**config.mk**
```make
export PLATFORM = sky130hd
export DESIGN_NAME = lrs_top
export DESIGN_NICKNAME = d
export VERILOG_FILES = /design/src/inc/lrs_pkg.sv /design/src/rtl/lrs_edge_delay.sv /design/src/rtl/lrs_top.sv
export SDC_FILE = /design/constraint.sdc
export NUM_CORES = 1
export LEC_CHECK = 0
export ABC_AREA = 1
export BUFFER_PORTS_ARGS = -buffer_cell sky130_fd_sc_hd__clkbuf_2
export CAP_MARGIN = 10
export CORE_MARGIN = 2
export CORE_UTILIZATION = 25
export CTS_CLUSTER_SIZE = 25
export DETAILED_ROUTE_END_ITERATION = 10
export HOLD_SLACK_MARGIN = 0.02
export PLACE_DENSITY = 0.41
export SYNTH_ARGS = -nofsm -noshare
export SYNTH_HDL_FRONTEND = slang
export SYNTH_SLANG_ARGS = --single-unit
```
**constraint.sdc**
```tcl
create_clock -name core_clk -period 4.28 [get_ports core_clk]
set_input_delay 0.214 -clock core_clk [delete_from_list [all_inputs] [get_ports core_clk]]
set_output_delay 0.214 -clock core_clk [all_outputs]
set_load 0.1 [all_outputs]
```
**src/inc/lrs_pkg.sv**
```systemverilog
// Functional notes
// - 3-bit source select: one control input, inputs 3 and 4, or one.
// - Shared rail good gates rail two unless its mask bit is set.
// - Register bit 0 set drops load switch b one good from rail two.
// - Rail-two rising edge delayed by code: 0,2,4,8,16,24,32,64 ms.
// - Rail-two falling edge delayed by same table; code 110 means 32 ms.
// - Rail one held off during shutdown for 1, 5, 10 or 100 ms.
// - Rail-three mask: bits 0-5 step-down, bit 6 switch a, bit 7 rail two.
package lrs_pkg;

  // ----------------------------------------------------------------
  // Register map
  // ----------------------------------------------------------------
  localparam logic [7:0] ADDR_LDO_TWO_PIN = 8'h1d;
  localparam logic [7:0] ADDR_LDO_TWO_DLY = 8'h1e;
  localparam logic [7:0] ADDR_LDO_THREE_MASK = 8'h1f;
  localparam logic [7:0] ADDR_STATUS = 8'h30;

  localparam logic [7:0] RST_LDO_TWO_PIN = 8'h40;
  localparam logic [7:0] RST_LDO_TWO_DLY = 8'h00;
  localparam logic [7:0] RST_LDO_THREE_MASK = 8'h00;

  // ----------------------------------------------------------------
  // Field positions
  // ----------------------------------------------------------------
  localparam int SWITCH_ONE_MASK_BIT = 0;
  localparam int SHARED_MASK_BIT = 1;
  localparam int SRC_SEL_LSB = 2;
  localparam int RISE_LSB = 0;
  localparam int FALL_LSB = 3;
  localparam int OFF_TIME_LSB = 6;
  localparam int STAT_LDO_TWO_BIT = 0;
  localparam int STAT_LDO_ONE_BIT = 1;
  localparam int STAT_LDO_THREE_OK_BIT = 2;
  localparam int STAT_REQ_BIT = 3;

  // Synchronised pin vector layout
  localparam int PIN_CTL_LSB = 0;
  localparam int PIN_SHARED_GOOD = 6;
  localparam int PIN_LOAD_SWITCH_B_ONE_GOOD = 7;
  localparam int PIN_STEP_LSB = 8;
  localparam int PIN_SWA_GOOD = 14;
  localparam int PIN_LDO2_GOOD = 15;
  localparam int PIN_LDO1_REQ = 16;
  localparam int PIN_W = 17;

  // ----------------------------------------------------------------
  // Enable source codes
  // ----------------------------------------------------------------
  typedef enum logic [2:0] {
    LRS_SRC_CONTROL_INPUT_1, LRS_SRC_CONTROL_INPUT_2, LRS_SRC_CONTROL_INPUT_5, LRS_SRC_CONTROL_INPUT_4,
    LRS_SRC_CONTROL_INPUT_3, LRS_SRC_CTL34, LRS_SRC_CONTROL_INPUT_6, LRS_SRC_ONE
  } lrs_src_t;

  // ----------------------------------------------------------------
  // Timing
  // ----------------------------------------------------------------
  localparam int CLK_HZ = 20_000_000;
  localparam int MS_PER_S = 1000;
  localparam int MS_CYCLES_DEF = CLK_HZ / MS_PER_S;
  localparam int MS_W = 7;
  localparam int SUB_W = 15;

  // Edge delay table in ms
  function automatic logic [6:0] lrs_edge_ms(input logic [2:0] code);
    unique case (code)
      3'h0: lrs_edge_ms = 7'h00;
      3'h1: lrs_edge_ms = 7'h02;
      3'h2: lrs_edge_ms = 7'h04;
      3'h3: lrs_edge_ms = 7'h08;
      3'h4: lrs_edge_ms = 7'h10;
      3'h5: lrs_edge_ms = 7'h18;
      3'h6: lrs_edge_ms = 7'h20;
      3'h7: lrs_edge_ms = 7'h40;
    endcase
  endfunction : lrs_edge_ms

  // Rail-one shutdown off time in ms
  function automatic logic [6:0] lrs_off_ms(input logic [1:0] code);
    unique case (code)
      2'h0: lrs_off_ms = 7'h01;
      2'h1: lrs_off_ms = 7'h05;
      2'h2: lrs_off_ms = 7'h0a;
      2'h3: lrs_off_ms = 7'h64;
    endcase
  endfunction : lrs_off_ms

endpackage : lrs_pkg

```
**src/rtl/lrs_edge_delay.sv**
```systemverilog
`timescale 1ns/100ps
// ------------------------------------------------------------------
// Level follower with separate rise and fall delays in ms
// ------------------------------------------------------------------
module lrs_edge_delay #(
  parameter int MS_CYCLES = lrs_pkg::MS_CYCLES_DEF
) (
  input wire logic core_clk,
  input wire logic sys_rst,
  input wire logic level_in,
  input wire logic [6:0] rise_ms,
  input wire logic [6:0] fall_ms,
  output logic level_out
);

  localparam logic [14:0] SUB_LAST = 15'(MS_CYCLES - 1);

  logic out_reg, out_next;
  logic [14:0] sub_reg, sub_next;
  logic [6:0] ms_reg, ms_next;
  logic [6:0] target;

  // Timer restarts whenever input and output agree again, so a glitch
  // shorter than the delay never reaches the rail
  always_comb begin
    out_next = out_reg;
    sub_next = sub_reg;
    ms_next = ms_reg;
    target = level_in ? rise_ms : fall_ms;
    if (level_in == out_reg) begin
      sub_next = '0;
      ms_next = '0;
    end else if (ms_reg >= target) begin
      out_next = level_in;
      sub_next = '0;
      ms_next = '0;
    end else if (sub_reg == SUB_LAST) begin
      sub_next = '0;
      ms_next = ms_reg + 7'h01;
    end else begin
      sub_next = sub_reg + 15'h0001;
    end
  end

  // State registers
  always_ff @(posedge core_clk) begin
    if (sys_rst) begin
      out_reg <= 1'b0;
      sub_reg <= '0;
      ms_reg <= '0;
    end else begin
      out_reg <= out_next;
      sub_reg <= sub_next;
      ms_reg <= ms_next;
    end
  end

  assign level_out = out_reg;

endmodule : lrs_edge_delay

```
**src/rtl/lrs_top.sv**
```systemverilog
// The implementer's own choice: the strobed register port.
`timescale 1ns/100ps
// ------------------------------------------------------------------
// Enable sequencing for rails one and two, good qualification for rail three
// ------------------------------------------------------------------
module lrs_top #(
  parameter int MS_CYCLES = lrs_pkg::MS_CYCLES_DEF
) (
  input wire logic core_clk,
  input wire logic sys_rst,
  input wire logic [7:0] reg_addr,
  input wire logic [7:0] reg_wdata,
  input wire logic reg_wr,
  input wire logic reg_rd,
  output logic [7:0] reg_rdata,
  input wire logic [5:0] control_input,
  input wire logic shared_rail_good,
  input wire logic switch_b_one_good,
  input wire logic [5:0] step_down_good,
  input wire logic switch_a_good,
  input wire logic ldo_two_good,
  input wire logic ldo_one_request,
  output logic ldo_two_enable,
  output logic ldo_one_enable,
  output logic ldo_three_goods_ok
);

  // ----------------------------------------------------------------
  // Pin synchronisers
  // ----------------------------------------------------------------
  logic [16:0] pin_raw;
  logic [16:0] meta_reg, meta_next;
  logic [16:0] pin_reg, pin_next;

  assign pin_raw = {ldo_one_request, ldo_two_good, switch_a_good,
                    step_down_good, switch_b_one_good, shared_rail_good,
                    control_input};

  // First stage feeds only the second stage
  always_comb begin
    meta_next = pin_raw;
    pin_next = meta_reg;
  end

  always_ff @(posedge core_clk) begin
    if (sys_rst) begin
      meta_reg <= '0;
      pin_reg <= '0;
    end else begin
      meta_reg <= meta_next;
      pin_reg <= pin_next;
    end
  end

  // ----------------------------------------------------------------
  // Configuration registers
  // ----------------------------------------------------------------
  logic [7:0] pin_cfg_reg, pin_cfg_next;
  logic [7:0] dly_cfg_reg, dly_cfg_next;
  logic [7:0] mask_cfg_reg, mask_cfg_next;
  logic [7:0] rdata_reg, rdata_next;
  logic [7:0] status;

  // Writes land in one cycle; reserved bits are kept as written
  always_comb begin
    pin_cfg_next = pin_cfg_reg;
    dly_cfg_next = dly_cfg_reg;
    mask_cfg_next = mask_cfg_reg;
    if (reg_wr) begin
      unique case (reg_addr)
        lrs_pkg::ADDR_LDO_TWO_PIN: pin_cfg_next = reg_wdata;
        lrs_pkg::ADDR_LDO_TWO_DLY: dly_cfg_next = reg_wdata;
        lrs_pkg::ADDR_LDO_THREE_MASK: mask_cfg_next = reg_wdata;
        default: ;
      endcase
    end
  end

  // Read data valid the cycle after the strobe only
  always_comb begin
    rdata_next = 8'h00;
    if (reg_rd) begin
      unique case (reg_addr)
        lrs_pkg::ADDR_LDO_TWO_PIN: rdata_next = pin_cfg_reg;
        lrs_pkg::ADDR_LDO_TWO_DLY: rdata_next = dly_cfg_reg;
        lrs_pkg::ADDR_LDO_THREE_MASK: rdata_next = mask_cfg_reg;
        lrs_pkg::ADDR_STATUS: rdata_next = status;
        default: rdata_next = 8'h00; // Unmapped reads as zero
      endcase
    end
  end

  always_ff @(posedge core_clk) begin
    if (sys_rst) begin
      pin_cfg_reg <= lrs_pkg::RST_LDO_TWO_PIN;
      dly_cfg_reg <= lrs_pkg::RST_LDO_TWO_DLY;
      mask_cfg_reg <= lrs_pkg::RST_LDO_THREE_MASK;
      rdata_reg <= 8'h00;
    end else begin
      pin_cfg_reg <= pin_cfg_next;
      dly_cfg_reg <= dly_cfg_next;
      mask_cfg_reg <= mask_cfg_next;
      rdata_reg <= rdata_next;
    end
  end

  assign reg_rdata = rdata_reg;

  // ----------------------------------------------------------------
  // Rail two request
  // ----------------------------------------------------------------
  logic [5:0] ctl;
  lrs_pkg::lrs_src_t src_sel;
  logic src_level;
  logic shared_ok, switch_one_ok;
  logic req_reg, req_next;

  assign ctl = pin_reg[lrs_pkg::PIN_CTL_LSB +: 6];
  assign src_sel = lrs_pkg::lrs_src_t'(pin_cfg_reg[lrs_pkg::SRC_SEL_LSB +: 3]);

  // Source mux; code one needs no pin at all
  always_comb begin
    unique case (src_sel)
      lrs_pkg::LRS_SRC_CONTROL_INPUT_1: src_level = ctl[0];
      lrs_pkg::LRS_SRC_CONTROL_INPUT_2: src_level = ctl[1];
      lrs_pkg::LRS_SRC_CONTROL_INPUT_5: src_level = ctl[4];
      lrs_pkg::LRS_SRC_CONTROL_INPUT_4: src_level = ctl[3];
      lrs_pkg::LRS_SRC_CONTROL_INPUT_3: src_level = ctl[2];
      lrs_pkg::LRS_SRC_CTL34: src_level = ctl[2] & ctl[3];
      lrs_pkg::LRS_SRC_CONTROL_INPUT_6: src_level = ctl[5];
      lrs_pkg::LRS_SRC_ONE: src_level = 1'b1;
    endcase
  end

  // A set mask bit forces its good term true
  assign shared_ok = pin_cfg_reg[lrs_pkg::SHARED_MASK_BIT]
                     | pin_reg[lrs_pkg::PIN_SHARED_GOOD];
  assign switch_one_ok = pin_cfg_reg[lrs_pkg::SWITCH_ONE_MASK_BIT]
                         | pin_reg[lrs_pkg::PIN_LOAD_SWITCH_B_ONE_GOOD];

  // Registered so the delay timer sees a clean, glitch-free level
  always_comb begin
    req_next = src_level & shared_ok & switch_one_ok;
  end

  always_ff @(posedge core_clk) begin
    if (sys_rst) begin
      req_reg <= 1'b0;
    end else begin
      req_reg <= req_next;
    end
  end

  // ----------------------------------------------------------------
  // Edge delays
  // ----------------------------------------------------------------
  logic [6:0] rise_ms, fall_ms, off_ms;

  assign rise_ms = lrs_pkg::lrs_edge_ms(
    dly_cfg_reg[lrs_pkg::RISE_LSB +: 3]);
  assign fall_ms = lrs_pkg::lrs_edge_ms(
    dly_cfg_reg[lrs_pkg::FALL_LSB +: 3]);
  assign off_ms = lrs_pkg::lrs_off_ms(
    dly_cfg_reg[lrs_pkg::OFF_TIME_LSB +: 2]);

  // Rail two follows the gated request after the edge delay
  lrs_edge_delay #(
    .MS_CYCLES(MS_CYCLES)
  ) u_ldo_two (
    .core_clk(core_clk),
    .sys_rst(sys_rst),
    .level_in(req_reg),
    .rise_ms(rise_ms),
    .fall_ms(fall_ms),
    .level_out(ldo_two_enable)
  );

  // Rail one drops at once; turn-on waits the off time, so the rail
  // stays down at least that long after any shutdown
  lrs_edge_delay #(
    .MS_CYCLES(MS_CYCLES)
  ) u_ldo_one (
    .core_clk(core_clk),
    .sys_rst(sys_rst),
    .level_in(pin_reg[lrs_pkg::PIN_LDO1_REQ]),
    .rise_ms(off_ms),
    .fall_ms(7'h00),
    .level_out(ldo_one_enable)
  );

  // ----------------------------------------------------------------
  // Rail three good qualification
  // ----------------------------------------------------------------
  logic [7:0] three_goods;
  logic three_ok_reg, three_ok_next;

  assign three_goods = {pin_reg[lrs_pkg::PIN_LDO2_GOOD],
                        pin_reg[lrs_pkg::PIN_SWA_GOOD],
                        pin_reg[lrs_pkg::PIN_STEP_LSB +: 6]};

  // Every unmasked flag must be high
  always_comb begin
    three_ok_next = &(three_goods | mask_cfg_reg);
  end

  always_ff @(posedge core_clk) begin
    if (sys_rst) begin
      three_ok_reg <= 1'b0;
    end else begin
      three_ok_reg <= three_ok_next;
    end
  end

  assign ldo_three_goods_ok = three_ok_reg;

  // ----------------------------------------------------------------
  // Status view
  // ----------------------------------------------------------------
  always_comb begin
    status = 8'h00;
    status[lrs_pkg::STAT_LDO_TWO_BIT] = ldo_two_enable;
    status[lrs_pkg::STAT_LDO_ONE_BIT] = ldo_one_enable;
    status[lrs_pkg::STAT_LDO_THREE_OK_BIT] = three_ok_reg;
    status[lrs_pkg::STAT_REQ_BIT] = req_reg;
  end

endmodule : lrs_top

```
==> flow_results.org <==
** Timing
- Tightest slew margin relative to the limit :: 0.3630
- Setup violations remaining at the end of the flow were counted as 0.
- After layout, the minimum clock period comes to 2.134 ns.
- At the pin with the least slew margin, the transition time is between 0.9 and 1 ns.
- Final Cycle Share :: 0.4987
- Setup repair after global routing left no endpoint under its margin.
- Between clock sinks in the finished design, the worst skew comes to approximately 0.011 ns.
- Adding up every negative setup slack in the final design gives 0 ns.
- Timing would allow up to 468.5 MHz.
- Final hold violations :: 0
- Max-slew violations :: 0

** Logic synthesis
- Of the total synthesized cell area, the portion taken by AND, OR, NAND and NOR gates is 0.2623.
- Combinational family with the most area after synthesis :: simple AND/OR/NAND/NOR gates
- Yosys printed 0 warnings.
- Counting flops with a built-in enable in the synthesized netlist gives 0.
- Cell variety after synth :: 37
- After synthesis, the share of flip-flops with an asynchronous set or reset is 0.
- Post-synthesis instance total :: 715
- After synthesis, the mean cell area works out to 7.593 um2.
- Top post-synthesis cells by area :: sky130_fd_sc_hd__dfxtp_1 46%, sky130_fd_sc_hd__nor2_1 8.5%, sky130_fd_sc_hd__nand2_1 8.0%
- Of the synthesized area, sequential elements account for 0.4646.
- Of the total synthesized cell area, the portion taken by full adders, half adders and majority gates is 0.03687.
- Area share of the leading cell type in the synthesized netlist :: 0.4646
- In this run, synthesis produced a sequential element count of 126.
- Number of nets in the synthesized netlist :: 768
- Of the total synthesized cell area, the portion taken by XOR and XNOR cells is 0.05162.
- Complex-gate fraction of the synthesized area :: 0.07836
- The biggest area contributor in the post-synthesis netlist is sky130_fd_sc_hd__dfxtp_1.
- Mux contribution to synthesized area :: 0.009219
- Post-Syn Area :: about 0.0054 mm2
- Dominant register cell in the synthesized netlist :: sky130_fd_sc_hd__dfxtp_1

** Power and ir drop
- PnR Total Power :: 2753 uW
- VDD sags by at most 0.2030 mV.
- Total leakage power :: 0.002820 uW
- Pwr/cell area :: just over 400 mW/mm2

** CTS
- Buffers inserted during clock tree synthesis total 17.
- In this run the clock root is driven by a sky130_fd_sc_hd__clkbuf_16.
- CTS tree :: done
- Clock latency on the worst-skew pair :: slightly above 0.4 ns
- Clock-pin slew was measured on the worst setup and hold paths at 0.06 ns.
- # clock sinks :: 126
- The number of hold buffers added after CTS was 17.
- Post-CTS setup buffers :: 0
- H-tree levels :: 4
- The clock passes through at most 2 buffers.
- Number of instances resized during post-cts repair :: 0

** Critical path
- At the worst endpoint, the arrival time is 2.45 ns.
- The worst setup path is captured at a register.
- STA puts the critical path data required time at between 4 and 5 ns.
- Kind of launch point of the worst setup path :: register
- Maximum fanout count along the critical path :: 15
- The worst setup path is of the register to register kind.

** Finish
- Share of final-layout standard cells stronger than drive strength 1 :: 0.1281
- Leading cell types in the layout, fill and taps excluded :: 126 x sky130_fd_sc_hd__dfxtp_1, 123 x sky130_fd_sc_hd__nor2_1, 115 x sky130_fd_sc_hd__nand2_1
- Ant. Diodes :: 0
- In the final design database the tool counted 836 nets.
- Commonest non-fill, non-tap cell in the layout :: sky130_fd_sc_hd__dfxtp_1
- The finished layout holds between 1000 and 1500 standard cells, fillers aside.
- The area growth from synthesis to layout is 23.65%.

** GRT
- After global routing the overflow that remains totals 0.
- The via count of the first global-routing pass was ~4200.
- The number of antenna violations at the first check in global routing was 0.
- For this run, the total global-route usage over all layers was measured as 0.1154.
- Entering global routing, the biggest net connects 41 pins.
- Wire length of the first global-routing pass :: 20.42 mm

** Route
- Dividing the detail-routed via count by the number of cells gives 4.053.
- The detail route stage leaves a number of antenna-violating nets equal to 0.
- The final layout contains routed wiring with a total length of 12.04 mm.
- The pre-antenna-repair detailed-routing pass consisted of 4 iterations.
- DR iter-0 viols :: 144
- DRC violations left :: 0
- Average wire length per cell after detail routing :: 11.24 um
- Vias after detailed routing :: 4341

** Floorplanning
- The core region is roughly 0.021 mm2.
- Row count :: 53
- The die covers 0.02291 mm2.
- The initial utilization of the core area, before any placement, comes to 0.2566.
- During I/O placement, the number of pins put on the boundary was 48.
- The die is 151.4 um wide.
- Measured along the y axis, the die boundary spans 151.4 um.

** Run
- Max-cap violations in this run came to 0.

** Min path
- Kind of path behind the tightest hold check :: primary input to register

** Placed design
- Final weighted congestion in routability-driven placement :: 0.7626
- After detailed placement, the design holds a cell count of 1022.
- The count of buffers added on input and output ports is 47.
- Detailed placement HPWL :: 8.886 mm

** Status
- Outcome :: finished clean
[where the power goes]
group	switching, uW	internal [uW]	leakage [uW]	total [uW]
Combinational	47.7	35.2	0.00150	82.9
Clock	529	947	0.000295	1480
Sequential	5.03	1190	0.00102	1190
Total	582	2170	0.00282	2750
[area by class of cell]
| cell class | count | area (um2) |
|---|---|---|
| multi-input combinational | 456 | 2380 |
| sequential | 126 | 2522 |
| inverter | 118 | 445.4 |
| clock buffer | 19 | 452.9 |
| timing repair buffer | 64 | 405.4 |
| clock inverter | 13 | 162.7 |
| fill | 2273 | 14440 |
| tap | 275 | 344.1 |
[synthesized netlist by cell type (3+ instances only)]
library cell / number
sky130_fd_sc_hd__a21oi_1: 35
sky130_fd_sc_hd__buf_2: 5
sky130_fd_sc_hd__clkbuf_1: 7
sky130_fd_sc_hd__dfxtp_1: 126
sky130_fd_sc_hd__ha_1: 16
sky130_fd_sc_hd__inv_1: 109
sky130_fd_sc_hd__inv_2: 7
sky130_fd_sc_hd__mux2i_1: 5
sky130_fd_sc_hd__nand2_1: 115
sky130_fd_sc_hd__nand2_2: 3
sky130_fd_sc_hd__nand3_1: 35
sky130_fd_sc_hd__nand3b_1: 3
sky130_fd_sc_hd__nand4_1: 20
sky130_fd_sc_hd__nor2_1: 123
sky130_fd_sc_hd__nor2_2: 3
sky130_fd_sc_hd__nor2_4: 3
sky130_fd_sc_hd__nor3_1: 10
sky130_fd_sc_hd__o21ai_0: 27
sky130_fd_sc_hd__o22ai_1: 12
sky130_fd_sc_hd__xnor2_1: 9
sky130_fd_sc_hd__xor2_1: 23
[metal layers]
metal	vias up	global-route usage	part of all wire
met1	1881	0.1555	0.52
li1	2384	-	-
met3	10	0.03494	0.038
met2	66	0.1722	0.43
met5	-	0	0
met4	0	0.04533	0.013
[logic make-up after synthesis]
kind of cell,count (synthesis)
and+or+nand+nor,324
muxes,5
AOI/OAI and AO/OA,79
xor gates and xnor gates,32
adders and majority gates,16
DFF,126
buffers and inverters,133
[critical path, cell delays in order, from the launching register on]
cell and delay (ns):
sky130_fd_sc_hd__dfxtp_1 0.40, sky130_fd_sc_hd__nand3_1 0.14, sky130_fd_sc_hd__ha_1 0.33, sky130_fd_sc_hd__a21o_1 0.18, sky130_fd_sc_hd__nor2_1 0.12, sky130_fd_sc_hd__nand3_1 0.13
sky130_fd_sc_hd__nand3b_1 0.52, sky130_fd_sc_hd__nor2_1 0.23
[per-stage QoR]
stage	utilization	worst slack (ns)	hold WS (ns)	instance area (um2)
floorplan	-	2.424	0.2931	5429
global placement	0.2802	1.666	0.3938	5927
detailed placement	0.2802	1.669	0.3933	5927
CTS	0.3173	2.066	0.04809	6713
global route	0.3173	1.851	0.08406	6713
finish	0.3173	2.146	0.07889	6713
[final timing paths]
path                start                    end  slack [ns]  cells past startpoint
max           pin_reg[16]  u_ldo_one.sub_reg[13]        2.15                      7
min          reg_wdata[6]         pin_cfg_reg[6]        0.08                      3
max reg2reg   pin_reg[16]  u_ldo_one.sub_reg[13]        2.15                      7
min reg2reg   meta_reg[1]             pin_reg[1]        0.40                      2
(Power assumes the default switching activity.)
